File: src/rtl/iacs_map.svh
`ifndef IACS_MAP_SVH
`define IACS_MAP_SVH

// Register byte addresses
`define IACS_A_RES_LSB 8'h50
`define IACS_A_RES_MSB 8'h51
`define IACS_A_CFG0 8'h52
`define IACS_A_CFG1 8'h53
`define IACS_A_CFG2 8'h54
`define IACS_A_CFG3 8'h55
`define IACS_A_CFG4 8'h56
`define IACS_A_SEQ 8'h58

// conv_config_0 fields
`define IACS_B_START 7
`define IACS_F_NELC 6:5
`define IACS_F_OSR 4:2
`define IACS_B_DEF 1
// Enable bit
`define IACS_B_EN 0
// conv_config_2 fields
`define IACS_F_FREQ 7:6
`define IACS_F_S2GAIN 5:4
`define IACS_F_S2OFF 3:0
// conv_config_3 fields
`define IACS_B_S1GAIN 7
`define IACS_F_S3GAIN 6:0
// conv_config_4 field
`define IACS_F_S3OFF 6:0
// Sequence control register
`define IACS_F_BGMODE 1:0
`define IACS_B_BUSY 7

// Reset values
`define IACS_RST_CFG0 8'h00
`define IACS_RST_CFG1 8'h00
`define IACS_RST_CFG2 8'h00
`define IACS_RST_CFG3 8'h00
`define IACS_RST_CFG4 8'h00
`define IACS_RST_BG 2'h0
`define IACS_RST_RESULT 16'h0000

// Bandgap modes
`define IACS_BG_LOW 2'h0
`define IACS_BG_HIGH 2'h1
`define IACS_BG_TOG1 2'h2
`define IACS_BG_TOG2 2'h3

// Timing and arithmetic
`define IACS_REF_MHZ 200
`define IACS_OSC_MHZ 4
`define IACS_OSC_PER_FS_MAX 12'h008
`define IACS_OSR_BASE 11'h008
`define IACS_OSR_EXP_BASE 5'h03
`define IACS_RES_BITS 5'h10
`define IACS_POS_FS 16'h7FFF
`define IACS_NEG_FS 16'h8000

`endif

File: src/rtl/iacs_pkg.sv
package iacs_pkg;

    typedef enum logic [1:0] {
        IACS_IDLE = 2'b00,
        IACS_ELEM = 2'b01,
        IACS_FINAL = 2'b10
    } iacs_state_e;

    typedef struct packed {
        logic [7:0] cfg0;
        logic [7:0] cfg1;
        logic [7:0] cfg2;
        logic [7:0] cfg3;
        logic [7:0] cfg4;
        logic [1:0] bg_mode;
        iacs_state_e st;
        logic [3:0] elem_idx;
        logic [10:0] per_cnt;
        logic signed [11:0] acc1;
        logic signed [21:0] acc2;
        logic signed [25:0] total;
        logic [15:0] result;
        logic [7:0] msb_shadow;
        logic [7:0] rd_data;
        logic bandgap;
        logic polarity;
        logic done;
        logic restart;
        logic active;
        logic shadow_pend;
    } iacs_main_s;

endpackage

File: src/rtl/iacs_sync.sv
`timescale 1ns/1ps
module iacs_sync #(
    parameter int W = 1
) (
    input wire logic ref_clk_i,
    input wire logic rst_n_i,
    input wire logic ce_i,
    input wire logic [W-1:0] async_i,
    output logic [W-1:0] sync_o
);
    logic [W-1:0] meta_q;
    logic [W-1:0] sync_q;

    // First stage feeds only the second stage
    always_ff @(posedge ref_clk_i or negedge rst_n_i) begin
        if (!rst_n_i) begin
            meta_q <= '0;
            sync_q <= '0;
        end else if (ce_i) begin
            meta_q <= async_i;
            sync_q <= meta_q;
        end
    end

    assign sync_o = sync_q;
endmodule

File: src/rtl/iacs_os_tick.sv
`timescale 1ns/1ps
`include "iacs_map.svh"
module iacs_os_tick
    import iacs_pkg::*;
#(
    parameter int OSC_DIV = `IACS_REF_MHZ / `IACS_OSC_MHZ
) (
    input wire logic ref_clk_i,
    input wire logic rst_n_i,
    input wire logic ce_i,
    input wire logic clr_i,
    input wire logic [1:0] freq_sel_i,
    output logic tick_o
);
    localparam logic [5:0] OSC_DIV_W = 6'(OSC_DIV - 1);

    // Two-level divide keeps the 4 MHz phase separate from the fs divider
    logic [5:0] osc_cnt_q;
    logic [11:0] fs_cnt_q;
    logic tick_q;
    logic [11:0] fs_last;
    logic osc_tick;

    assign fs_last = (`IACS_OSC_PER_FS_MAX << (2'h3 - freq_sel_i)) - 12'h001;
    assign osc_tick = (osc_cnt_q == OSC_DIV_W);

    always_ff @(posedge ref_clk_i or negedge rst_n_i) begin
        if (!rst_n_i) begin
            osc_cnt_q <= '0;
            fs_cnt_q <= '0;
            tick_q <= 1'b0;
        end else if (ce_i) begin
            tick_q <= 1'b0;
            if (clr_i) begin
                osc_cnt_q <= '0;
                fs_cnt_q <= '0;
            end else if (osc_tick) begin
                osc_cnt_q <= '0;
                if (fs_cnt_q >= fs_last) begin
                    fs_cnt_q <= '0;
                    tick_q <= 1'b1;
                end else begin
                    fs_cnt_q <= fs_cnt_q + 12'h001;
                end
            end else begin
                osc_cnt_q <= osc_cnt_q + 6'h01;
            end
        end
    end

    assign tick_o = tick_q;
endmodule

File: src/rtl/iacs_seq.sv
// Notes on behaviour
// - Writing start or default-start bit launches a new conversion sequence.
// - Sequence is programmed count of elementary conversions then one final step.
// - Each elementary conversion lasts integration count plus one oversampling periods.
// - Result is the mean of all elementary conversion results.
// - Offset polarity flips between successive elementary conversions.
// - Bandgap control held low, high, or toggled per elementary or every two.
// - Oversampling tick derived from 4 MHz; selector picks 62.5 to 500 kHz.
// - Integration count is two to the power three plus ratio code.
// - Elementary count is two to the power of count code.
// - Resolution twice log2 integration plus log2 count, capped at 16.
// - Total time is count times integration plus one, plus one period.
// - Result is a 16-bit two's-complement word.
// - Out-of-range values clamp to positive or negative full scale.
// - Below 16 bits the non-significant low bits are forced.
// - Forced pattern is a single one followed by zeros.
// - Holds stage gain and offset words for the amplifier chain.
// - Enable bit gates converter activity.
`timescale 1ns/1ps
`include "iacs_map.svh"
module iacs_seq
    import iacs_pkg::*;
#(
    parameter int OSC_DIV = `IACS_REF_MHZ / `IACS_OSC_MHZ
) (
    input wire logic ref_clk_i,
    input wire logic rst_n_i,
    input wire logic ce_i,
    input wire logic [7:0] addr_i,
    input wire logic [7:0] wdata_i,
    input wire logic wr_i,
    input wire logic rd_i,
    output logic [7:0] rdata_o,
    input wire logic mod_bit_i,
    output logic conv_enable_o,
    output logic conv_active_o,
    output logic conv_done_o,
    output logic offset_polarity_o,
    output logic bandgap_o,
    output logic stage1_gain_o,
    output logic [1:0] stage2_gain_o,
    output logic [3:0] stage2_offset_o,
    output logic [6:0] stage3_gain_o,
    output logic [6:0] stage3_offset_o
);
    iacs_main_s q;
    iacs_main_s d;
    logic mod_bit;
    logic os_tick;

    // Modulator bit comes from the analog domain
    iacs_sync #(
        .W(1)
    ) u_sync (
        .ref_clk_i(ref_clk_i),
        .rst_n_i(rst_n_i),
        .ce_i(ce_i),
        .async_i(mod_bit_i),
        .sync_o(mod_bit)
    );

    iacs_os_tick #(
        .OSC_DIV(OSC_DIV)
    ) u_tick (
        .ref_clk_i(ref_clk_i),
        .rst_n_i(rst_n_i),
        .ce_i(ce_i),
        .clr_i(q.restart),
        .freq_sel_i(q.cfg2[`IACS_F_FREQ]),
        .tick_o(os_tick)
    );

    function automatic logic [15:0] shape_result(
        input logic signed [25:0] total,
        input logic [2:0] osr_sel,
        input logic [1:0] nelc_sel
    );
        logic [4:0] n_raw;
        logic [4:0] forced;
        logic signed [31:0] wide;
        logic [15:0] word;
        logic [15:0] mask;
        n_raw = 5'((`IACS_OSR_EXP_BASE + 5'(osr_sel)) << 1) + 5'(nelc_sel);
        if (n_raw <= `IACS_RES_BITS) begin
            // Scaling by 2^(16-n) against a sum of N elements is the mean
            forced = `IACS_RES_BITS - n_raw;
            wide = 32'(total) <<< forced;
        end else begin
            forced = 5'h00;
            wide = 32'(total) >>> (n_raw - `IACS_RES_BITS);
        end
        if (wide > 32'sh00007FFF) begin
            word = `IACS_POS_FS;
        end else if (wide < -32'sh00008000) begin
            word = `IACS_NEG_FS;
        end else begin
            word = wide[15:0];
        end
        if (forced != 5'h00) begin
            mask = 16'hFFFF << forced;
            word = (word & mask) | (16'h0001 << (forced - 5'h01));
        end
        return word;
    endfunction

    always_comb begin
        logic start_req;
        logic [10:0] osr_last;
        logic [3:0] elem_last;
        logic signed [11:0] acc1_n;
        logic signed [21:0] acc2_n;
        logic signed [25:0] elem_val;
        logic bg_step;
        d = q;
        d.done = 1'b0;
        d.restart = 1'b0;
        start_req = 1'b0;
        osr_last = `IACS_OSR_BASE << q.cfg0[`IACS_F_OSR];
        elem_last = 4'((5'h01 << q.cfg0[`IACS_F_NELC]) - 5'h01);
        acc1_n = q.acc1 + (mod_bit ? 12'sh001 : -12'sh001);
        acc2_n = q.acc2 + 22'(acc1_n);
        // Polarity-compensated elementary value
        elem_val = q.polarity ? -26'(acc2_n) : 26'(acc2_n);
        bg_step = 1'b0;

        // Register writes
        if (wr_i) begin
            case (addr_i)
                `IACS_A_CFG0: begin
                    d.cfg0 = wdata_i;
                    d.cfg0[`IACS_B_START] = 1'b0;
                    d.cfg0[`IACS_B_DEF] = 1'b0;
                    start_req = wdata_i[`IACS_B_START] | wdata_i[`IACS_B_DEF];
                end
                `IACS_A_CFG1: d.cfg1 = wdata_i;
                `IACS_A_CFG2: d.cfg2 = wdata_i;
                `IACS_A_CFG3: d.cfg3 = wdata_i;
                `IACS_A_CFG4: d.cfg4 = wdata_i;
                `IACS_A_SEQ: d.bg_mode = wdata_i[`IACS_F_BGMODE];
                default: ;
            endcase
        end

        // Sequencer
        case (q.st)
            IACS_IDLE: begin
                d.per_cnt = '0;
            end
            IACS_ELEM: begin
                // A tick launched before the divider clear is stale
                if (os_tick && !q.restart) begin
                    // Ratio may change mid-run, so never step past the end
                    if (q.per_cnt >= osr_last) begin
                        d.total = q.total + elem_val;
                        d.acc1 = '0;
                        d.acc2 = '0;
                        d.per_cnt = '0;
                        bg_step = 1'b1;
                        if (q.elem_idx >= elem_last) begin
                            d.st = IACS_FINAL;
                        end else begin
                            d.elem_idx = q.elem_idx + 4'h1;
                            d.polarity = ~q.polarity;
                        end
                    end else begin
                        d.acc1 = acc1_n;
                        d.acc2 = acc2_n;
                        d.per_cnt = q.per_cnt + 11'h001;
                    end
                end
            end
            IACS_FINAL: begin
                // One extra oversampling period closes the sequence
                if (os_tick && !q.restart) begin
                    d.result = shape_result(q.total, q.cfg0[`IACS_F_OSR],
                                            q.cfg0[`IACS_F_NELC]);
                    d.done = 1'b1;
                    d.st = IACS_IDLE;
                end
            end
            default: d.st = IACS_IDLE;
        endcase

        // Bandgap control held low or high, or toggled at elementary boundaries
        case (q.bg_mode)
            `IACS_BG_LOW: d.bandgap = 1'b0;
            `IACS_BG_HIGH: d.bandgap = 1'b1;
            `IACS_BG_TOG1: begin
                if (bg_step) begin
                    d.bandgap = ~q.bandgap;
                end
            end
            `IACS_BG_TOG2: begin
                if (bg_step && q.elem_idx[0]) begin
                    d.bandgap = ~q.bandgap;
                end
            end
            default: d.bandgap = 1'b0;
        endcase

        // New start wins over any running sequence
        if (start_req) begin
            d.st = IACS_ELEM;
            d.elem_idx = '0;
            d.per_cnt = '0;
            d.acc1 = '0;
            d.acc2 = '0;
            d.total = '0;
            d.polarity = 1'b0;
            d.restart = 1'b1;
            if ((q.bg_mode == `IACS_BG_TOG1) || (q.bg_mode == `IACS_BG_TOG2)) begin
                d.bandgap = 1'b0;
            end
        end

        // Disabled converter stays idle and drops any sequence
        if (!d.cfg1[`IACS_B_EN]) begin
            d.st = IACS_IDLE;
            d.done = 1'b0;
            d.polarity = 1'b0;
            d.elem_idx = '0;
            d.per_cnt = '0;
            d.result = q.result;
        end
        // Registered so the busy port comes straight from a flop
        d.active = (d.st != IACS_IDLE);

        // Register reads; low byte read snapshots the high byte
        d.rd_data = 8'h00;
        if (rd_i) begin
            case (addr_i)
                `IACS_A_RES_LSB: begin
                    d.rd_data = q.result[7:0];
                    d.msb_shadow = q.result[15:8];
                    d.shadow_pend = 1'b1;
                end
                `IACS_A_RES_MSB: begin
                    d.rd_data = q.msb_shadow;
                    d.shadow_pend = 1'b0;
                end
                `IACS_A_CFG0: d.rd_data = q.cfg0;
                `IACS_A_CFG1: d.rd_data = q.cfg1;
                `IACS_A_CFG2: d.rd_data = q.cfg2;
                `IACS_A_CFG3: d.rd_data = q.cfg3;
                `IACS_A_CFG4: d.rd_data = q.cfg4;
                `IACS_A_SEQ: begin
                    d.rd_data[`IACS_F_BGMODE] = q.bg_mode;
                    d.rd_data[`IACS_B_BUSY] = (q.st != IACS_IDLE);
                end
                default: d.rd_data = 8'h00;
            endcase
        end
        // Shadow tracks the result when no low-byte read is pending
        if (d.done && !d.shadow_pend) begin
            d.msb_shadow = d.result[15:8];
        end
    end

    always_ff @(posedge ref_clk_i or negedge rst_n_i) begin
        if (!rst_n_i) begin
            q.cfg0 <= `IACS_RST_CFG0;
            q.cfg1 <= `IACS_RST_CFG1;
            q.cfg2 <= `IACS_RST_CFG2;
            q.cfg3 <= `IACS_RST_CFG3;
            q.cfg4 <= `IACS_RST_CFG4;
            q.bg_mode <= `IACS_RST_BG;
            q.st <= IACS_IDLE;
            q.elem_idx <= '0;
            q.per_cnt <= '0;
            q.acc1 <= '0;
            q.acc2 <= '0;
            q.total <= '0;
            q.result <= `IACS_RST_RESULT;
            q.msb_shadow <= '0;
            q.rd_data <= '0;
            q.bandgap <= 1'b0;
            q.polarity <= 1'b0;
            q.done <= 1'b0;
            q.restart <= 1'b0;
            q.active <= 1'b0;
            q.shadow_pend <= 1'b0;
        end else if (ce_i) begin
            q <= d;
        end
    end

    assign rdata_o = q.rd_data;
    assign conv_enable_o = q.cfg1[`IACS_B_EN];
    assign conv_active_o = q.active;
    assign conv_done_o = q.done;
    assign offset_polarity_o = q.polarity;
    assign bandgap_o = q.bandgap;
    assign stage1_gain_o = q.cfg3[`IACS_B_S1GAIN];
    assign stage2_gain_o = q.cfg2[`IACS_F_S2GAIN];
    assign stage2_offset_o = q.cfg2[`IACS_F_S2OFF];
    assign stage3_gain_o = q.cfg3[`IACS_F_S3GAIN];
    assign stage3_offset_o = q.cfg4[`IACS_F_S3OFF];
endmodule

File: config.mk
export PLATFORM = sky130hd
export DESIGN_NAME = iacs_seq
export DESIGN_NICKNAME = d
export VERILOG_FILES = /design/src/rtl/iacs_pkg.sv /design/src/rtl/iacs_sync.sv /design/src/rtl/iacs_os_tick.sv /design/src/rtl/iacs_seq.sv
export VERILOG_INCLUDE_DIRS = /design/src /design/src/rtl
export SDC_FILE = /design/constraint.sdc
export NUM_CORES = 1
export LEC_CHECK = 0
export BUFFER_PORTS_ARGS = -buffer_cell sky130_fd_sc_hd__buf_2
export CAP_MARGIN = 5
export CORE_UTILIZATION = 55
export CTS_BUF_LIST = sky130_fd_sc_hd__clkbuf_4
export CTS_CLUSTER_SIZE = 28
export DETAILED_ROUTE_END_ITERATION = 12
export PLACE_DENSITY = 0.79
export SLEW_MARGIN = 10
export SYNTH_ARGS = -nofsm -noshare
export SYNTH_HDL_FRONTEND = slang
export SYNTH_SLANG_ARGS = --single-unit
File: constraint.sdc
create_clock -name ref_clk_i -period 19.2 [get_ports ref_clk_i]
set_input_delay 3.84 -clock ref_clk_i [delete_from_list [all_inputs] [get_ports ref_clk_i]]
set_output_delay 3.84 -clock ref_clk_i [all_outputs]
set_load 0.01 [all_outputs]
Yosys cells after proc, flatten, opt, wreduce, memory -nomap -nowiden
Index checks and enable logic that the tools add are counted.
{ "totals": {"reg_bits": 176, "latch_bits": 0, "ramBits": 0, "rom_bits": 0, "inputBits": 22, "output_inout_bits": 34, "elab_cells": 181, "mem_count": 0} }
{ "op_classes": {"n_addsub": 16, "n_mul": 0, "div": 0, "n_lt_le_gt_ge": 6, "n_eq_ne": 20, "n_shift": 7, "mux": 69, "n_bitwise": 5, "reduce_logical": 30} }
{ "op_table": {"columns": ["op", "n"], "rows": [
  ["$mux 77", 2],
  ["$mux 16", 9],
  ["$mux 32", 3],
  ["$eq 8x7->1 const B", 8],
  ["$mux 60", 1],
  ["$mux 26", 2],
  ["$mux 12", 4],
  ["$mux 45", 1],
  ["$mux 8", 5],
  ["$pmux 5 s7", 1],
  ["$gt 32x16->1 const B", 1],
  ["$lt 32x16->1 const B", 1],
  ["$sshl 26x5->32", 1],
  ["$sshr 26x5->32", 1],
  ["$mux 27", 1],
  ["$reduce_and 3->1", 9],
  ["$add 26x26->26", 1],
  ["$neg 22->26", 1],
  ["$add 22x12->22", 1],
  ["$pmux 11 s2", 1],
  ["$mux 1", 20],
  ["$mux 6", 3],
  ["$mux 17", 1],
  ["$and 16x16->16", 1],
  ["49 further kinds", 74]
]} }

Longest topological paths before layout
{ "logic_depth": {"word_depth": 19, "mapped_depth": 34, "depth_no_buf": 34} }

Cells and area by module
Synthesis repeated with hierarchy kept, for this count alone.
{ "unflattened": {"hier_cells": 1726, "hier_area_um2": 15383.5} }
{ "by_module_without_submodules": {"columns": ["module", "n_inst", "cells_per_inst", "area_each_um2", "seq_area_each_um2"], "rows": [
  ["iacs_seq", 1, 1613, 14208.6, 3878.7],
  ["iacs_os_tick", 1, 109, 1102.3, 475.5],
  ["iacs_sync", 1, 4, 72.6, 50.0]
]} }

Worst setup path after synthesis
No wires, ideal clock.
{ "synth_path": {"kind": "register to register", "startpoint": "reg u_sync.sync_q, in the netlist u_sync.sync_o", "endpoint": "reg q[61] (netlist bit)", "t_arrival_ns": 6.805, "required_time_ns": 19.079, "slack_ns": 12.274, "path_stages_with_launch": 31, "n_path_buf": 1, "cell_sequence": "dfrtp_1 > inv_1 > ha_1 > nor2b_1 > o21ai_0 > nand2b_1 > a21o_1 > a21o_1 > xor2_1 > ha_1 > clkbuf_1 > and3b_1 > a211oi_1 > o211ai_1 > or4_1 > or4_1 > or4b_1 > o31ai_1 > xnor2_1 > ha_1 > a21o_1 > a21o_1 > a21o_1 > a211oi_1 > o21ai_0 > a31oi_1 > nand2b_1 > a211oi_1 > nor2_1 > xor2_1 > a22o_1"} }
{ "synth_via": {"elab_chain_cells": 10} }
{ "synth_rtl": {"columns": ["item", "line", "rtl"], "rows": [
  ["start, declared", "iacs_sync.sv:12", "logic [W-1:0] sync_q;"],
  ["start signal, assigned", "iacs_sync.sv:21", "sync_q <= meta_q;"],
  ["$mux 12 (*)", "iacs_seq.sv:120", "acc1_n = q.acc1 + (mod_bit ? 12'sh001 : -12'sh001);"],
  ["$add 12x12->12 (*)", "iacs_seq.sv:120", null],
  ["$add 22x12->22 (*)", "iacs_seq.sv:121", "acc2_n = q.acc2 + 22'(acc1_n);"],
  ["$neg 22->26", "iacs_seq.sv:123", "elem_val = q.polarity ? -26'(acc2_n) : 26'(acc2_n);"],
  ["$mux 26 (*)", "iacs_seq.sv:123", null],
  ["$add 26x26->26 (*)", "iacs_seq.sv:154", "d.total = q.total + elem_val;"],
  ["$mux 26 (*)", "iacs_seq.sv:153", "if (q.per_cnt >= osr_last) begin"],
  ["$mux 77 (*)", "iacs_seq.sv:151", "if (os_tick && !q.restart) begin"],
  ["$mux 60 (*)", "iacs_seq.sv:145", "case (q.st)"],
  ["$mux 77 (*)", "iacs_seq.sv:202", "if (start_req) begin"],
  ["end, declared", "iacs_seq.sv:46", "iacs_main_s q;"]
]} }
Every way passes the cells marked *; elsewhere a longest branch is shown, timed or not. The select of a mux whose other input is x is not followed.
A chain may end at the register's enable or synchronous reset.

Final worst setup path
Same ends and word-level chain as after synthesis.

==> impl_metrics.ini <==
[routing]
routedWlPerCell_um = 19.4
drt_iter0_markers = 1424
drt_first_pass_iters = 6
vias = 13700
routed_wl_um = 40600
viasPerCell = 6.55
drc = 0
ant_nets = 0

[logic_synthesis]
synth.avg_cell_area_um2 = 8.88
synthArstFlopShare_pct = 100
yosys-top-cells-area = dfrtp_1, ha_1, mux2_2, mux2i_1, o21ai_0
yosysMostFrequentCell = dfrtp_1
netlist_area_mm2 = 0.0154
synthCells = 1735
yosysWarningCount = 0
synth_top_area_share_pct = 28.6
synth_commonest_cells = dfrtp_1, nand2_1, nor2_1, o21ai_0, a21oi_1
ys_ff_latch = 176
ys_seq_area_share_pct = 28.6
syn-num-nets = 1851
yosys.area.top_type = dfrtp_1
synth-edff-count = 0
synth_cell_types = 91
synth_flop_cell = dfrtp_1

[cts]
cts_tree = done
clock_sinks = 176
cts_setup_buffers = 0
cts.path.max_buffers = 2
clkSlewWorstSetupHoldPaths_ns = 0.14
numCtsBuffers = 17
clk_root_buffer_cell = clkbuf_4
post_cts_resized = 0
cts_hold_buf = 0
h-tree-depth = 4
clk-insertion-delay-late_ns = 0.60

[setup_path]
criticalPathCategory = reg2reg
worst_path_largest_cell_delay_ns = 0.56
path_max_fanout = 11
crit_slowest_cell = or4_1
crit_path_end_kind = flip-flop
cp_common_cell = o21ai_0
worstPathRequired_ns = 19.68
startpoint_type = flip-flop
cp_data_arrival_time_ns = 8.20

[die]
fp.dieArea_mm2 = 0.0287
initial_utilization_pct = 56.6
boundaryPins = 56
die_h_um = 169
fp.dieW_um = 169
fp-row-count = 60
core_area_mm2 = 0.0273

[cells_and_area]
finalNonFillerCells = 2093
drive_above_1_share_pct = 14.1
fin_nets = 1826
synthToLayoutAreaGrowth_pct = 3.89
final_util_pct = 58.8

[power]
power_density_mw_per_mm2 = 53.5
p_leak_uw = 0.00739
vdd_drop_max_mv = 0.0392

[global_routing]
grt_pass1_vias = 12800
overflow = 0
grt_max_degree = 106
grt_antenna_before_repair = 1
grt_pass1_wl_um = 66200
grt_use_total_pct = 28.6

[flow_run]
maxCapViolations = 0

[placement]
port_buffers = 55
placed_cells = 2063
place_ws_ns = 11.66
dp_hpwl_um = 30100
gp_congestion = 1.01

[sta]
finalHoldViolations = 0
fin_ws_ns = 11.47
layout_min_cycle_time_ns = 7.73
relSlewSlack_pct = 19.6
drv_slew = 0
max_freq_mhz = 129
setup_viol = 0
worstMarginPinSlew_ns = 1.20
fin_crit_sh_pct = 40.2
skew_ns = 0.0294
rsz0062_at_grt = no
setup-tns-final_ns = 0

[worst_hold_path]
hold_class = reg2reg

[outcome]
status = finished, final reports clean
[per-stage QoR]
step                power [uW]  hold WS (ns)  cell area, um^2
CTS                        857         0.496            16000
global placement           628         0.464            15700
finish                     857         0.492            16000
global route               901         0.511            16000
floorplan                  576         0.444            15400
detailed placement         634         0.463            15700
[area by class of cell]
class / instances / area, um^2
Fill cell: 2356 / 11200
Multi-Input combinational cell: 1386 / 10200
Sequential cell: 176 / 4410
Tap cell: 372 / 465
Timing Repair Buffer: 73 / 417
Inverter: 56 / 210
Clock buffer: 20 / 150
Clock inverter: 9 / 138
Antenna cell: 1 / 2.50
[registers in the layout (all words and copies together) (netlist names), 2 cells and up]
register,cells
stage3_offset_o,7
rdata_o,8
u_tick.osc_cnt_q,6
stage3_gain_o,7
q,121
stage2_offset_o,4
stage2_gain_o,2
u_tick.fs_cnt_q,12
[power breakdown]
group | leakage [uW] | internal, uW | total (uW) | switching [uW]
combinational | 0.00482 | 86.6 | 238 | 151
clock | 0.000155 | 93.4 | 226 | 133
sequential | 0.00241 | 382 | 393 | 11.5
total | 0.00739 | 562 | 857 | 295
[cell families (layout without fill, tap and decap cells)]
kind of cell / count (synthesis) / after routing / synth area share (%)
xor+xnor: 83 / 83 / 5.17
compound gates: 515 / 515 / 22.1
flops: 176 / 176 / 28.6
other cells: 0 / 1 / 0
buf+inv: 173 / 158 / 5.21
mux: 187 / 187 / 15.2
fa+ha+maj: 94 / 94 / 7.78
simple gates: 507 / 507 / 16.0
[final timing paths]
check                              startpoint         end  slack [ns]  cells past startpoint
worst min register to register     rdata_o[7]  rdata_o[7]        0.49                      1
worst max-delay path            u_sync.sync_o       q[61]       11.47                     34
max in group asynchronous             rst_n_i       q[55]       14.30                      2
min in group asynchronous             rst_n_i       q[98]        3.32                      1
worst max register to register  u_sync.sync_o       q[61]       11.47                     34
worst min-delay path               rdata_o[7]  rdata_o[7]        0.49                      1
[layout by cell type (no fill, tap or decap), drive strengths merged, types with 33 or more instances in the layout]
cell type	count
a22o	55
buf	73
a21oi	106
xor2	33
mux2	86
ha	91
nand2	148
nor2	139
dfrtp	176
xnor2	48
mux2i	73
o21ai	134
a21o	37
inv	54
nand3	49
[critical path: cells and delay by family (launching register included)]
kind	cells	cell delay (ns)
AOI/OAI and AO/OA	17	3.48
xor gates and xnor gates	3	0.34
adders and majority gates	3	1.09
buffers and inverters	1	0.30
DFF	1	0.45
and+or+nand+nor	10	1.94
[layer usage]
layer / wire length (um) / GRT usage [%] / share of wire (%) / vias to the layer above
met5: 0 / 0 / 0 / -
li1: - / - / - / 6403
met1: 17600 / 39.3 / 43 / 6653
met4: 862 / 8.30 / 2.1 / 0
met2: 19600 / 46.7 / 48 / 571
met3: 2600 / 4.27 / 6.4 / 78
No activity file was read; power rests on OpenSTA's default activity.
